[config.mk]
export PLATFORM = sky130hd
export DESIGN_NAME = config_startup_sequencer
export DESIGN_NICKNAME = d
export VERILOG_FILES = /design/src/logic/config_startup_sequencer.v /design/src/logic/sync_bank.v /design/src/logic/startup_tick_gen.v
export VERILOG_INCLUDE_DIRS = /design/src /design/src/logic
export SDC_FILE = /design/constraint.sdc
export NUM_CORES = 1
export LEC_CHECK = 0
export ABC_AREA = 1
export BUFFER_PORTS_ARGS = -buffer_cell sky130_fd_sc_hd__buf_2
export CORE_UTILIZATION = 56
export CTS_CLUSTER_DIAMETER = 50
export DETAILED_ROUTE_END_ITERATION = 10
export PLACE_DENSITY = 0.8
export SLEW_MARGIN = 0
export SYNTH_ARGS = -nofsm -noshare
export SYNTH_HDL_FRONTEND = slang
export SYNTH_SLANG_ARGS = --single-unit
[constraint.sdc]
create_clock -name clk -period 6.11 [get_ports clk]
set_input_delay 0.9165 -clock clk [delete_from_list [all_inputs] [get_ports clk]]
set_output_delay 0.9165 -clock clk [all_outputs]
set_load 0.01 [all_outputs]
[src/logic/startup_defs.vh]
`ifndef STARTUP_DEFS_VH
`define STARTUP_DEFS_VH

// ----------------------------------------------------------------------------
// Register byte offsets
// ----------------------------------------------------------------------------
`define ADDR_CONFIG        12'h000
`define ADDR_USER_IDENTIFICATION       12'h004
`define ADDR_COMMAND       12'h008
`define ADDR_STATUS        12'h00c

// ----------------------------------------------------------------------------
// Configuration word fields
// ----------------------------------------------------------------------------
`define CFG_TRI_LSB        0
`define CFG_WE_LSB         4
`define CFG_DONE_LSB       8
`define CFG_LOCK_LSB       12
`define CFG_MATCH_LSB      16
`define CFG_PIPE_BIT       20
`define CFG_DRIVE_BIT      21
`define CFG_PERSIST_BIT    22
`define CFG_SEC_LSB        24
`define CFG_CLKSEL_LSB     26
`define CFG_MASTER_BIT     28
`define CFG_RESET          32'h0007_7465
`define CFG_MASK           32'h1fff_7777

// ----------------------------------------------------------------------------
// Phase setting codes (3 bits)
// ----------------------------------------------------------------------------
`define PHASE_KEEP         3'h0
`define PHASE_DONE         3'h7
`define PHASE_NO_STALL     3'h7
`define PHASE_FINAL        3'h7

// Security levels
`define SEC_NONE           2'h0
`define SEC_READBACK       2'h1
`define SEC_READBACK_PART  2'h2

// Startup clock sources
`define CLKSEL_CCLK        2'h0
`define CLKSEL_USER        2'h1
`define CLKSEL_SCAN        2'h2

// Command bits
`define CMD_START_BIT      0

// ----------------------------------------------------------------------------
// Widths and timing
// ----------------------------------------------------------------------------
`define CLOCK_MANAGERS     4
`define IMPEDANCE_BANKS    4
`define CLK_PERIOD_NS      10
`define CCLK_HALF_NS       125
`define CCLK_HALF_CYCLES   (`CCLK_HALF_NS / `CLK_PERIOD_NS)
`define CCLK_CNT_W         8

`endif

[src/logic/config_startup_sequencer.v]
// Function
// - Release tristate hold at programmed phase
// - Done setting releases tristate on done input
// - Done input is pin or pipelined copy
// - Assert write enable at programmed phase
// - Block memory access blocked before enable
// - Done setting asserts write enable on done
// - Keep setting leaves write enable unchanged
// - Optional stall until all clock managers lock
// - Optional stall until impedance match asserts
// - Drive done high actively when enabled
// - Security levels refuse readback; levels 2 and 3 also refuse partial
// - Persist keeps configuration pins dedicated
// - Phase clock from cclk, user, scan
// - Master modes drive cclk from oscillator
// - Hold 32-bit user identification register
// - Release done at programmed phase, pipeline delays
// - Pipelined done waits line high, next edge
`timescale 1ns/1ps
`include "startup_defs.vh"

module config_startup_sequencer (
  input  wire                        clk,
  input  wire                        rst,
  // APB slave
  input  wire                        psel,
  input  wire                        penable,
  input  wire                        pwrite,
  input  wire [11:0]                 paddr,
  input  wire [31:0]                 pwdata,
  output reg  [31:0]                 prdata,
  output reg                         pready,
  output reg                         pslverr,
  // Pins and external status
  input  wire                        done_pin_in,
  output reg                         done_pin_out,
  output reg                         done_pin_oe,
  output reg                         cclk_pin_out,
  output reg                         cclk_pin_oe,
  input  wire                        user_startup_clock,
  input  wire                        scan_test_clock,
  input  wire [`CLOCK_MANAGERS-1:0]  clock_manager_locked,
  input  wire [`IMPEDANCE_BANKS-1:0] impedance_calibration_match,
  // Requests from the configuration port logic, same clock
  input  wire                        readback_request,
  input  wire                        partial_request,
  // Global controls
  output reg                         global_tristate_hold,
  output reg                         global_write_enable,
  output reg                         block_memory_enable,
  output reg                         config_pins_dedicated,
  output reg                         readback_grant,
  output reg                         partial_grant
);

  // --------------------------------------------------------------------------
  // Declarations
  // --------------------------------------------------------------------------
  localparam SYNC_W = 2 + `CLOCK_MANAGERS + `IMPEDANCE_BANKS;

  reg  [31:0]       config_word;        // Startup options
  reg  [31:0]       user_identification;// Revision code
  reg  [2:0]        phase;              // Current startup phase
  reg               running;            // Sequence in progress
  reg               finished;           // Done state reached
  reg               done_pipe_copy;     // Done pin copy taken on a startup edge
  reg               done_release;       // Done pin no longer held low
  reg               release_pending;    // Done release waiting a startup edge
  reg               next_hold;          // Next tristate hold
  reg               next_we;            // Next write enable
  reg               stall_lock;         // Waiting for clock managers
  reg               stall_match;        // Waiting for impedance match
  reg  [31:0]       next_rdata;         // Read data mux

  wire [SYNC_W-1:0] sync_out;           // Synchronised pin levels
  wire              done_sync;          // Done line level
  wire              user_sync;          // User clock level
  wire              scan_sync;          // Scan clock level
  wire              all_locked;         // Every clock manager locked
  wire              all_matched;        // Every bank matched
  wire              tick;               // Startup clock edge
  wire              cclk_level;         // Internal oscillator
  wire              done_input_sampled; // Done as seen by the sequencer
  wire              write_hit;          // Write completes this edge
  wire              access_wait;        // Access phase, answer not yet given

  // Field views of the configuration word
  wire [2:0] tristate_release_phase = config_word[`CFG_TRI_LSB +: 3];
  wire [2:0] write_enable_phase     = config_word[`CFG_WE_LSB +: 3];
  wire [2:0] done_release_phase     = config_word[`CFG_DONE_LSB +: 3];
  wire [2:0] lock_wait_phase        = config_word[`CFG_LOCK_LSB +: 3];
  wire [2:0] match_wait_phase       = config_word[`CFG_MATCH_LSB +: 3];
  wire       done_pipeline_enable   = config_word[`CFG_PIPE_BIT];
  wire       drive_done             = config_word[`CFG_DRIVE_BIT];
  wire       persist                = config_word[`CFG_PERSIST_BIT];
  wire [1:0] security_level         = config_word[`CFG_SEC_LSB +: 2];
  wire [1:0] startup_clock_select   = config_word[`CFG_CLKSEL_LSB +: 2];
  wire       master_mode            = config_word[`CFG_MASTER_BIT];

  // --------------------------------------------------------------------------
  // Pin synchronisers and startup clock
  // --------------------------------------------------------------------------
  sync_bank #(
    .WIDTH    (SYNC_W)
  ) u_sync (
    .clk      (clk),
    .rst      (rst),
    .async_in ({impedance_calibration_match, clock_manager_locked, scan_test_clock, user_startup_clock}),
    .sync_out (sync_out)
  );

  assign user_sync   = sync_out[0];
  assign scan_sync   = sync_out[1];
  assign all_locked  = &sync_out[2 +: `CLOCK_MANAGERS];
  assign all_matched = &sync_out[2 + `CLOCK_MANAGERS +: `IMPEDANCE_BANKS];

  // Done pin needs its own pair so the pipelined copy reads a settled level
  sync_bank #(
    .WIDTH    (1)
  ) u_done_sync (
    .clk      (clk),
    .rst      (rst),
    .async_in (done_pin_in),
    .sync_out (done_sync)
  );

  startup_tick_gen u_tick (
    .clk          (clk),
    .rst          (rst),
    .clock_select (startup_clock_select),
    .user_sync    (user_sync),
    .scan_sync    (scan_sync),
    .cclk_level   (cclk_level),
    .tick         (tick)
  );

  // Pipelined mode uses the copy taken on a startup edge
  assign done_input_sampled = done_pipeline_enable ? done_pipe_copy : done_sync;

  // --------------------------------------------------------------------------
  // APB slave, one wait state so read data comes from a flop
  // --------------------------------------------------------------------------
  assign access_wait = psel & penable & ~pready;
  assign write_hit   = psel & penable & pready & pwrite & ~pslverr;

  // Read mux; status word shows the sequencer state
  always @*
  begin
    case (paddr)
      `ADDR_CONFIG:  next_rdata = config_word;
      `ADDR_USER_IDENTIFICATION: next_rdata = user_identification;
      `ADDR_COMMAND: next_rdata = 32'h0000_0000;
      `ADDR_STATUS:  next_rdata = {22'h00_0000, stall_match, stall_lock, done_input_sampled,
                                   global_write_enable, global_tristate_hold, finished, running, phase};
      default:       next_rdata = 32'h0000_0000;
    endcase
  end

  // Answer handshake; unmapped addresses answer with an error
  always @(posedge clk or posedge rst)
  begin
    if (rst)
    begin
      pready  <= 1'b0;
      pslverr <= 1'b0;
      prdata  <= 32'h0000_0000;
    end
    else if (access_wait)
    begin
      pready  <= 1'b1;
      pslverr <= (paddr > `ADDR_STATUS) | (paddr[1:0] != 2'h0) | (pwrite & (paddr == `ADDR_STATUS));
      prdata  <= pwrite ? 32'h0000_0000 : next_rdata;
    end
    else
    begin
      pready  <= 1'b0;
      pslverr <= 1'b0;
    end
  end

  // Writable registers
  always @(posedge clk or posedge rst)
  begin
    if (rst)
    begin
      config_word         <= `CFG_RESET;
      user_identification <= 32'h0000_0000;
    end
    else if (write_hit)
    begin
      if (paddr == `ADDR_CONFIG)
        config_word <= pwdata & `CFG_MASK;
      if (paddr == `ADDR_USER_IDENTIFICATION)
        user_identification <= pwdata;
    end
  end

  // --------------------------------------------------------------------------
  // Phase sequencer
  // --------------------------------------------------------------------------
  // Stall only in the selected phase; code 7 means no stall
  always @*
  begin
    stall_lock  = running & (lock_wait_phase != `PHASE_NO_STALL) &
                  (phase == lock_wait_phase) & ~all_locked;
    stall_match = running & (match_wait_phase != `PHASE_NO_STALL) &
                  (phase == match_wait_phase) & ~all_matched;
  end

  // Start writes restart at phase 0; a start while running is ignored
  always @(posedge clk or posedge rst)
  begin
    if (rst)
    begin
      phase    <= 3'h0;
      running  <= 1'b0;
      finished <= 1'b0;
    end
    else if (write_hit & (paddr == `ADDR_COMMAND) & pwdata[`CMD_START_BIT] & ~running)
    begin
      phase    <= 3'h0;
      running  <= 1'b1;
      finished <= 1'b0;
    end
    else if (running & tick & ~stall_lock & ~stall_match)
    begin
      if (phase != `PHASE_FINAL)
        phase <= phase + 3'h1;
      else if (done_input_sampled & done_release)
      begin
        // Final phase holds until the shared line is high
        running  <= 1'b0;
        finished <= 1'b1;
      end
    end
  end

  // Done pipeline copy moves only on startup edges
  always @(posedge clk or posedge rst)
  begin
    if (rst)
      done_pipe_copy <= 1'b0;
    else if (tick)
      done_pipe_copy <= done_sync;
  end

  // --------------------------------------------------------------------------
  // Global tristate and write enable
  // --------------------------------------------------------------------------
  // Phase codes 1..6 act on that phase, 7 follows done, 0 keeps the value
  always @*
  begin
    next_hold = global_tristate_hold;
    next_we   = global_write_enable;
    if (running & tick)
    begin
      if (tristate_release_phase == `PHASE_DONE)
      begin
        if (done_input_sampled)
          next_hold = 1'b0;
      end
      else if ((tristate_release_phase != `PHASE_KEEP) & (phase == tristate_release_phase))
        next_hold = 1'b0;
      if (write_enable_phase == `PHASE_DONE)
      begin
        if (done_input_sampled)
          next_we = 1'b1;
      end
      else if (write_enable_phase == `PHASE_KEEP)
        next_we = global_write_enable;
      else if (phase == write_enable_phase)
        next_we = 1'b1;
    end
  end

  // Block memories follow the write enable in the same edge
  always @(posedge clk or posedge rst)
  begin
    if (rst)
    begin
      global_tristate_hold <= 1'b1;
      global_write_enable  <= 1'b0;
      block_memory_enable  <= 1'b0;
    end
    else
    begin
      global_tristate_hold <= next_hold;
      global_write_enable  <= next_we;
      block_memory_enable  <= next_we;
    end
  end

  // --------------------------------------------------------------------------
  // Done pin release
  // --------------------------------------------------------------------------
  // Pipelining postpones the release by one more startup edge
  always @(posedge clk or posedge rst)
  begin
    if (rst)
    begin
      done_release    <= 1'b0;
      release_pending <= 1'b0;
    end
    else if (write_hit & (paddr == `ADDR_COMMAND) & pwdata[`CMD_START_BIT] & ~running)
    begin
      done_release    <= 1'b0;
      release_pending <= 1'b0;
    end
    else if (running & tick)
    begin
      if (release_pending)
        done_release <= 1'b1;
      else if (phase == done_release_phase)
      begin
        if (done_pipeline_enable)
          release_pending <= 1'b1;
        else
          done_release <= 1'b1;
      end
    end
  end

  // Held low before release; afterwards driven high or left to the pull-up.
  // Other devices may still hold the line low, which stalls the final phase.
  always @(posedge clk or posedge rst)
  begin
    if (rst)
    begin
      done_pin_out <= 1'b0;
      done_pin_oe  <= 1'b1;
    end
    else
    begin
      done_pin_out <= done_release & drive_done;
      done_pin_oe  <= ~done_release | drive_done;
    end
  end

  // --------------------------------------------------------------------------
  // Configuration clock pin, security and persist
  // --------------------------------------------------------------------------
  // Readback and partial writes need the port, so persist gates both
  always @(posedge clk or posedge rst)
  begin
    if (rst)
    begin
      cclk_pin_out          <= 1'b0;
      cclk_pin_oe           <= 1'b0;
      config_pins_dedicated <= 1'b1;
      readback_grant        <= 1'b0;
      partial_grant         <= 1'b0;
    end
    else
    begin
      cclk_pin_out          <= cclk_level & master_mode;
      cclk_pin_oe           <= master_mode;
      config_pins_dedicated <= ~finished | persist;
      readback_grant        <= readback_request & (~finished | persist) &
                               (security_level == `SEC_NONE);
      partial_grant         <= partial_request & (~finished | persist) &
                               (security_level != `SEC_READBACK_PART) &
                               (security_level != 2'h3);
    end
  end

endmodule // config_startup_sequencer

[src/logic/sync_bank.v]
`timescale 1ns/1ps
`include "startup_defs.vh"

// ----------------------------------------------------------------------------
// Two-flop synchroniser bank, one pair per bit
// ----------------------------------------------------------------------------
module sync_bank #(
  parameter WIDTH = 1               // Bits in the bank
) (
  input  wire             clk,
  input  wire             rst,
  input  wire [WIDTH-1:0] async_in,
  output wire [WIDTH-1:0] sync_out
);

  genvar i;
  generate
    for (i = 0; i < WIDTH; i = i + 1)
    begin : bit_sync
      reg meta;                     // First stage, read only by second stage
      reg stable;                   // Second stage, safe to use
      // Two stages give the metastable first stage a full cycle to settle
      always @(posedge clk or posedge rst)
      begin
        if (rst)
        begin
          meta   <= 1'b0;
          stable <= 1'b0;
        end
        else
        begin
          meta   <= async_in[i];
          stable <= meta;
        end
      end
      assign sync_out[i] = stable;
    end
  endgenerate

endmodule // sync_bank

[src/logic/startup_tick_gen.v]
`timescale 1ns/1ps
`include "startup_defs.vh"

// ----------------------------------------------------------------------------
// Startup clock source: internal divider, user clock or scan test clock
// ----------------------------------------------------------------------------
module startup_tick_gen (
  input  wire       clk,
  input  wire       rst,
  input  wire [1:0] clock_select,   // Startup clock source
  input  wire       user_sync,      // Synchronised user clock level
  input  wire       scan_sync,      // Synchronised scan test clock level
  output reg        cclk_level,     // Internal oscillator level
  output reg        tick            // One pulse per selected rising edge
);

  reg [`CCLK_CNT_W-1:0] div_count;  // Half period counter
  reg                   user_prev;  // Last user clock level
  reg                   scan_prev;  // Last scan clock level
  reg                   next_tick;  // Edge seen this cycle

  // Divider standing in for the internal oscillator
  always @(posedge clk or posedge rst)
  begin
    if (rst)
    begin
      div_count  <= {`CCLK_CNT_W{1'b0}};
      cclk_level <= 1'b0;
    end
    else if (div_count == `CCLK_HALF_CYCLES - 1)
    begin
      div_count  <= {`CCLK_CNT_W{1'b0}};
      cclk_level <= ~cclk_level;
    end
    else
      div_count <= div_count + 1'b1;
  end

  // Pick the rising edge of the chosen source
  always @*
  begin
    case (clock_select)
      `CLKSEL_USER: next_tick = user_sync & ~user_prev;
      `CLKSEL_SCAN: next_tick = scan_sync & ~scan_prev;
      default:      next_tick = (div_count == `CCLK_HALF_CYCLES - 1) & ~cclk_level;
    endcase
  end

  // Edge history and registered tick
  always @(posedge clk or posedge rst)
  begin
    if (rst)
    begin
      user_prev <= 1'b0;
      scan_prev <= 1'b0;
      tick      <= 1'b0;
    end
    else
    begin
      user_prev <= user_sync;
      scan_prev <= scan_sync;
      tick      <= next_tick;
    end
  end

endmodule // startup_tick_gen

Word level (Yosys, flattened, before mapping)
Index checks and enable logic that the tools add are counted.
{"block": "op_classes", "order_cmp": 1, "eq_ne": 23, "mux": 35, "n_bitwise": 46, "add_sub_neg": 2, "n_reduce_logical": 21}
{"op": "one-hot mux 32 bit (3 select lines)", "n": 1}
{"op": "two-way mux 32 bit", "n": 1}
{"op": "AND 1 bit", "n": 30}
{"op": "two-way mux 1 bit", "n": 28}
{"op": "== test 12 x 4 -> 1 bit, second input constant", "n": 2}
{"op": "== test 3 bit", "n": 5}
{"op": "nonzero test 2 bit", "n": 7}
{"op": "== test 12 x 3 -> 1 bit, second input constant", "n": 1}
{"op": "greater-than comparator 12 x 4 -> 1 bit, second input constant", "n": 1}
{"op": "zero test 12 bit", "n": 1}
{"op": "inverter 1 bit", "n": 12}
{"op": "AND reduction 4 bit", "n": 3}
{"op": "!= test 2 bit, second input constant", "n": 5}
{"op": "two-way mux 3 bit", "n": 3}
{"op": "!= test 3 bit, second input constant", "n": 3}
{"op": "AND reduction 3 bit", "n": 3}
{"op": "adder 8 x 1 -> 8 bit, second input constant", "n": 1}
{"op": "== test 8 x 4 -> 1 bit, second input constant", "n": 1}
{"op": "two-way mux 8 bit", "n": 1}
{"op": "== test 3 bit, second input constant", "n": 2}
{"op": "AND reduction 2 bit", "n": 3}
{"op": "nonzero test 3 bit", "n": 2}
{"op": "OR 1 bit", "n": 4}
{"op": "adder 3 x 1 -> 3 bit, second input constant", "n": 1}
{"op": "7 further kinds", "n": 7}
{"block": "totals", "inputBits": 62, "elab_cells": 175, "ff_bits": 142, "out_inout_bits": 44}

Longest topological paths before layout
Gate-level depths: netlist of the first run.
{"block": "depth", "depth_word": 9, "ltp_mapped": 11, "ltp_nobuf": 10}

Cells and area by module
From an unflattened synthesis of the first run, not the netlist that was laid out.
{"block": "unflattened", "cells_unflattened": 737, "hier_area_um2": 6465.0}
{"module": "config_startup_sequencer", "seq_area_each_um2": 2720.1, "area_per_inst_um2": 5251.3, "instances": 1, "cells_per_inst": 637}
{"module": "startup_tick_gen", "seq_area_each_um2": 300.3, "area_per_inst_um2": 580.6, "instances": 1, "cells_per_inst": 66}
{"module": "sync_bank (u_sync)", "seq_area_each_um2": 500.5, "area_per_inst_um2": 579.3, "instances": 1, "cells_per_inst": 31}
{"module": "sync_bank (u_done_sync)", "seq_area_each_um2": 50.0, "area_per_inst_um2": 53.8, "instances": 1, "cells_per_inst": 3}

Least setup slack after synthesis of the first run
OpenSTA, ideal clock, no wires.
{"block": "synth_timing", "path_kind": "input to register", "start": "input paddr[8]", "end": "register user_identification[11]", "setup_time_ns": 0.124, "arrival_time_ns": 1.813, "stages": 9, "path_buffers": 1, "required_ns": 5.986, "setup_slack_ns": 4.173, "cell_sequence": "inv_1 -> nand2_1 -> nor2_4 -> inv_2 -> nor2_4 -> nand4_2 -> buf_2 -> nor2_1 -> a21oi_1"}
{"block": "synth_between", "elab_chain_cells": 2}
{"element": "from (decl)", "line": "config_startup_sequencer.v:29", "text": "input wire [11:0] paddr,"}
{"element": "== test 12 x 3 -> 1 bit"}
{"element": "AND reduction 2 bit (no source line)"}
{"element": "to (signal assigned)", "line": "config_startup_sequencer.v:194", "text": "user_identification <= pwdata;"}
{"element": "to (decl)", "line": "config_startup_sequencer.v:62", "text": "reg [31:0] user_identification;"}
Every way passes these cells.
A chain may end at the register's enable or synchronous reset.

Final worst setup path of the first run
{"block": "layout_timing", "start": "input paddr[10]", "end": "register user_identification[26]"}
Same word-level chain as after synthesis.

==> results of run 1 <==
[report_power, final]
| group | internal (mW) | switching, mW |
|---|---|---|
| Clock | 0.670 | 0.398 |
| Sequential | 0.951 | 0.00397 |
| Combinational | 0.0203 | 0.0507 |
[per-layer routing]
layer,global-route usage,share of wire,vias up,wire (um)
li1,-,-,2460,-
met1,0.373,0.43,2504,6130
met2,0.426,0.47,249,6710
met3,0.0578,0.088,30,1270
met4,0.110,0.019,0,280
met5,0,0,-,0
[critical path: stages]
cell     delay [ns]
buf_2          0.10
inv_2          0.04
nand2_2        0.06
nor2_4         0.43
inv_2          0.14
nor2_4         0.23
nand4_2        0.47
buf_4          0.46
nand2_1        0.11
o21ai_1        0.07
[cells by family (layout without fill, tap and decap cells)]
group | after synthesis | after routing | share of synthesized area
adder cells (fa/ha/maj) | 5 | 5 | 0.0101
flip-flops | 142 | 142 | 0.578
XOR/XNOR | 12 | 12 | 0.0170
buffers and inverters | 113 | 224 | 0.0748
AO/OA/AOI/OAI | 89 | 89 | 0.0746
AND/OR/NAND/NOR | 350 | 350 | 0.245
[worst max path at each step]
stage,slack (ns),end,startpoint,cells after the start
after CTS,3.50,user_identification[26],paddr[8],10
after floorplan,1.41,block_memory_enable,rst,1
after global placement,3.03,prdata[31],psel,6
after global routing,3.22,user_identification[31],paddr[8],10
final,3.45,user_identification[26],paddr[10],10
after detailed placement,2.97,user_identification[31],paddr[10],10
[cell usage in the layout, fill, tap and decap left out]
master      synthesis  final
clkinvlp_4          0      2
nor2_2              3      3
clkinv_1            2      2
clkbuf_8            0      5
o31ai_1             4      4
nand3_1            73     73
o31a_1              1      1
xor2_1              6      6
bufinv_16           0      3
a31oi_1             1      1
buf_2              18    105
clkbuf_16           0     16
nor4_2              1      1
dfrtp_1           128    128
o21ai_0            16     16
inv_6               0      4
nand2_2             1      1
buf_4               2      4
clkinv_2            0      1
nand4_2             1      1
inv_1              77     76
nand4_1             6      6
o21ai_1            60     60
nand3b_1            2      2
or2_2               1      1
inv_2               4      4
nor2_4              2      2
dfstp_2            14     14
nand3_2             1      1
xnor2_1             6      6
clkinv_4            0      2
ha_1                5      5
nor3_2              1      1
nand2_1           225    225
a21oi_1             7      7
nor3b_1             3      3
nor3_4              1      1
nor3_1              4      4
nor2_1             25     25
[flip-flops by register name, summed over array words and instances (netlist names), 3 cells and up]
register,count
user_identification,32
config_word,25
phase,3
u_sync.bit_sync.stable,10
u_sync.bit_sync.meta,10
prdata,32
u_tick.div_count,8
[final cells by class]
type,instances,area (um2)
Sequential cell,142,3570
Multi-Input combinational cell,456,2140
Clock buffer,21,469
Inverter,83,317
Fill cell,767,3130
Clock inverter,11,154
Tap cell,136,170
Timing Repair Buffer,109,556
==> impl_metrics.tcl, run 1 <==
set metrics [dict create \
    layout_setup_ws_ns 3.45 \
    skew_ns 0.00512 \
    synth_edf_count 0 \
    finalPower_mw 2.09 \
    hpwl_um 9880 \
    ir_worst_vdd_v 0.000172 \
    seq_area_frac_synth 0.578 \
    rows 37 \
    synth.most_common_cell "nand2_1" \
    whs_ns 0.346 \
    antenna_found_initial 0 \
    final_area_um2 7380 \
    start_util 0.588 \
    slew_violations 0 \
    min_to "u_sync.bit_sync[0].stable" \
    reg2reg_depth 4 \
    cts.sinks 142 \
    netlist_instances 711 \
    dp_slack_ns 2.97 \
    area_delta_synth_final_pct 19.5 \
    grt_setup_unrepaired "false" \
    post_cts_resized 0 \
    startpoint_type "primary input" \
    netlist_area_um2 6170 \
    drt_first_pass_iters 6 \
    path_class "in -> reg" \
    hold_violations 0 \
    synthTopCellsByCount "225 x nand2_1, 128 x dfrtp_1, 77 x inv_1, 73 x nand3_1, 60 x o21ai_1" \
    dieArea_um2 11500 \
    dp.cells 926 \
    rr_endpoint "prdata[29]" \
    portBuffers 105 \
    cap_violations 0 \
    final_nets 876 \
    post_dp_cell_area_um2 6760 \
    drt-total-wl_um 14400 \
    ys_top_cells_by_area "dfrtp_1 52%, nand2_1 14%, dfstp_2 6.0%" \
    path_clk_slew_ns 0.06 \
    cts.path.max_buffers 2 \
    cts_buffers 17 \
    cts.htree.levels 4 \
    cp-end-kind "register" \
    tightest_slew_ns 1.02 \
    final_core_util 0.702 \
    viasPerCell 5.47 \
    diodes 0 \
    arrival_ns 3.06 \
    r2r_start "pready" \
    avgSynthCellArea_um2 8.68 \
    setup_violations 0 \
    gr-total-overflow 0 \
    grt_pass1_vias 5063 \
    hold_start "u_sync.bit_sync[0].meta" \
    die_w_um 107 \
    fmax_mhz 377 \
    powerDensity_nw_per_um2 284 \
    ys_warn_count 0 \
    insertion_delay_ns 0.53 \
    synth_fp_nets 778 \
    wl_per_cell_um 15.0 \
    clock-root-buffer "clkbuf_8" \
    cts_hold_buf 0 \
    drtIter0Drc 416 \
    post-route-min-period_ns 2.66 \
    synth_cell_types 35 \
    synth_top_area_cell "dfrtp_1" \
    die_h_um 107 \
    crit_required_ns 6.51 \
    hold_class "reg -> reg" \
    ys.flop_type "dfrtp_1" \
    yosysTopAreaCellShare 0.519 \
    core-area_um2 10500 \
    finalCritPeriodShare 0.435 \
    grt_max_degree 82 \
    final_cells 958 \
    drtAntennaViolNets 0 \
    worst-path-max-fanout 40 \
    hold_path_depth 0 \
    cts_tree "done" \
    gp_congestion 0.883 \
    pin_count 106 \
    drive_above_1_share 0.209 \
    ys_ff_latch 142 \
    ff2ff_setup_slack_ns 3.70 \
    power_leakage_nw 3.89 \
    drc 0 \
    finalSetupTns_ns 0 \
    outcome "completed" \
    grt_pass1_wl_um 24000 \
    vias 5243 \
    async_flop_share 1.00 \
    slew_headroom 0.316 \
    grt_use_total 0.272 \
    post-cts-setup-buffers 0 \
]
No activity file was read; power rests on OpenSTA's default activity.
==> run 2: changes to the inputs <==
--- a/config.mk
+++ b/config.mk
@@ -6,7 +6,7 @@
 export SDC_FILE = /design/constraint.sdc
 export NUM_CORES = 1
 export LEC_CHECK = 0
-export ABC_AREA = 1
+export ABC_AREA = 0
 export BUFFER_PORTS_ARGS = -buffer_cell sky130_fd_sc_hd__buf_2
 export CORE_UTILIZATION = 56
 export CTS_CLUSTER_DIAMETER = 50
==> constraint.sdc (replaced) <==
create_clock -name clk -period 2.6 [get_ports clk]
set_input_delay 0.39 -clock clk [delete_from_list [all_inputs] [get_ports clk]]
set_output_delay 0.39 -clock clk [all_outputs]
set_load 0.01 [all_outputs]
==> run 2 against run 1 <==
- clock skew grew 0.0045 ns
- synthesized cell count shrank 37%
- sequential share of layout area grew 0.42 points
- critical path depth shrank 6
- largest cell class unchanged
- area after synthesis shrank 3.4%
- critical path type is now reg -> reg
- utilization grew 0.64 points
- setup slack lost 2.8 ns
- die area shrank 3.4%
- combinational power grew 140%
- clock power grew 130%
- sequential power grew 130%
- global-route usage shrank 3.4 points
==> impl_metrics.tcl, run 2 <==
set metrics [dict create \
    outcome "completed" \
    hold_class "in -> async" \
    avgSynthCellArea_um2 13.3 \
    power_leakage_nw 3.73 \
    ff2ff_setup_slack_ns 0.68 \
    powerDensity_nw_per_um2 662 \
    drtAntennaViolNets 0 \
    drt_first_pass_iters 4 \
    whs_ns 0.00655 \
    gp_congestion 0.795 \
    crit_required_ns 3.05 \
    die_h_um 105 \
    finalPower_mw 4.85 \
    path_class "reg -> reg" \
    cp_num_buf_inv 0 \
    worst-path-max-fanout 14 \
    antenna_found_initial 1 \
    post_dp_cell_area_um2 6600 \
    ys_warn_count 0 \
    drtIter0Drc 173 \
    synth_fp_nets 516 \
    cp_common_cell "ha_1" \
    grt_pass1_vias 4008 \
    grt_setup_unrepaired "false" \
    n_fill_cell 691 \
    grt_use_total 0.238 \
    rows 37 \
    async_flop_share 1.00 \
    r2r_start "phase[1]" \
    synth_edf_count 0 \
    start_util 0.578 \
    p_int_mw 3.81 \
    startpoint_type "register" \
    crit_chain "ha_1 > ha_1 > nor4b_2 > mux2i_1" \
    ir_worst_vdd_v 0.000633 \
    cts_buffers 17 \
    netlist_area_um2 5960 \
    slew_violations 0 \
    post-route-min-period_ns 1.92 \
    grt_max_degree 143 \
    gr-total-overflow 0 \
    p_sw_frac 0.213 \
    crit_start "phase[1]" \
    netlist_instances 449 \
    synth.most_common_cell "dfrtp_1" \
    ys_ff_latch 142 \
    synth_cell_types 50 \
    top_regs "prdata x32, user_identification x32, config_word x25" \
    drive_above_1_share 0.389 \
    post_cts_resized 0 \
    cts_tree "done" \
    final_cells 719 \
    skew_ns 0.00962 \
    layout_setup_ws_ns 0.681 \
    area_delta_synth_final_pct 22.7 \
    ys_top_cells_by_area "dfrtp_1 54%, mux2_4 7.6%, dfstp_2 6.2%" \
    finalSetupTns_ns 0 \
    viasPerCell 5.43 \
    grt_pass1_wl_um 19800 \
    ys.flop_type "dfrtp_1" \
    core-area_um2 10300 \
    insertion_delay_ns 0.53 \
    setup_violations 0 \
    most-common-layout-cells "128 x dfrtp_1, 105 x buf_2, 41 x nand2_1, 31 x o21ai_0" \
    hold_violations 0 \
    cp-end-kind "register" \
    cts.sinks 142 \
    tightest_slew_ns 0.784 \
    finalCritPeriodShare 0.738 \
    synthTopCellsByCount "128 x dfrtp_1, 41 x nand2_1, 31 x o21ai_0, 30 x mux2_2, 30 x mux2_4" \
    path_clk_slew_ns 0.06 \
    drt-total-wl_um 12100 \
    slew_headroom 0.477 \
    yosysTopAreaCellShare 0.537 \
    arrival_ns 2.37 \
    cpPeakStageDelay_ns 0.58 \
    critPathTopFamily "flip-flops" \
    drc 0 \
    cap_violations 0 \
    wl_per_cell_um 16.8 \
    vias 3903 \
    dp.cells 676 \
    hpwl_um 8020 \
    diodes 0 \
    dieArea_um2 11100 \
    cts.path.max_buffers 2 \
    cts.htree.levels 4 \
    final_core_util 0.709 \
    final_area_um2 7310 \
    final_nets 637 \
    critPathSlowestCell "dfrtp_1" \
    synth_top_area_cell "dfrtp_1" \
    seq_area_frac_synth 0.599 \
    portBuffers 105 \
    seqPwrFrac 0.463 \
    pin_count 106 \
    switchingPower_mw 1.03 \
    pwr-share-comb 0.035 \
    final_common_cell "dfrtp_1" \
    die_w_um 105 \
    clock-root-buffer "clkbuf_8" \
    p_clk_frac 0.502 \
    dp_slack_ns 0.444 \
    fmax_mhz 521 \
]
==> run 2: changes by cell type after synthesis, sizes merged, moves of 23 or more <==
cell   change
inv       -71
nand3     -65
mux2i     +23
nand2    -184
o21ai     -45
mux2      +66
==> run 2: cell type report <==
type,instances,area (um2),area share
sequential,142,3570,0.488
tap,136,170,0.0233
timing repair buffer,122,693,0.0948
clock inverter,13,164,0.0224
inverter,10,41.3,0.00564
clock buffer,19,442,0.0604
multi-input combinational,277,2230,0.305
==> run 2: what timing repair did <==
item,CTS,global route
setup buffers,0,0
hold buffers,11,0
endpoints found under the hold margin,11,0
==> run 2: routing by layer <==
layer  global-route usage  share of wire  up-vias
met2                0.388           0.49      132
met4                0.102          0.014        2
met1                0.301           0.44     1932
li1                     -              -     1825
met3               0.0630          0.053       12
met5                    0         0.0011        -
==> run 2: final timing paths <==
kind | to | depth (start not counted)
max | phase[1] | 4
min | u_sync.bit_sync[2].meta | 3
max reg2reg | phase[1] | 4
min reg2reg | u_sync.bit_sync[0].stable | 0
max in group asynchronous | user_identification[2] | 3
min in group clk | config_word[20] | 2
==> run 2: power groups by stage <==
stage / sequential, mW / combinational (mW) / clock, mW
floorplan: 2.28 / 0.0760 / 0
global placement: 2.28 / 0.156 / 0
detailed placement: 2.28 / 0.162 / 0
CTS: 2.24 / 0.174 / 2.46
global route: 2.24 / 0.190 / 2.56
finish: 2.24 / 0.172 / 2.43
==> run 2: kinds of logic after synthesis <==
| kind of cell | synth area share |
|---|---|
| XOR/XNOR | 0.0250 |
| multiplexers | 0.182 |
| adder cells (fa/ha/maj) | 0.0105 |
| AO/OA/AOI/OAI | 0.0657 |
| AND/OR/NAND/NOR | 0.0913 |
| flip-flops | 0.599 |
| buffers and inverters | 0.0266 |
==> run 2: worst min-delay path: stages <==
cell        delay, ns
buf_2            0.11
clkinvlp_4       0.07
buf_12           0.46
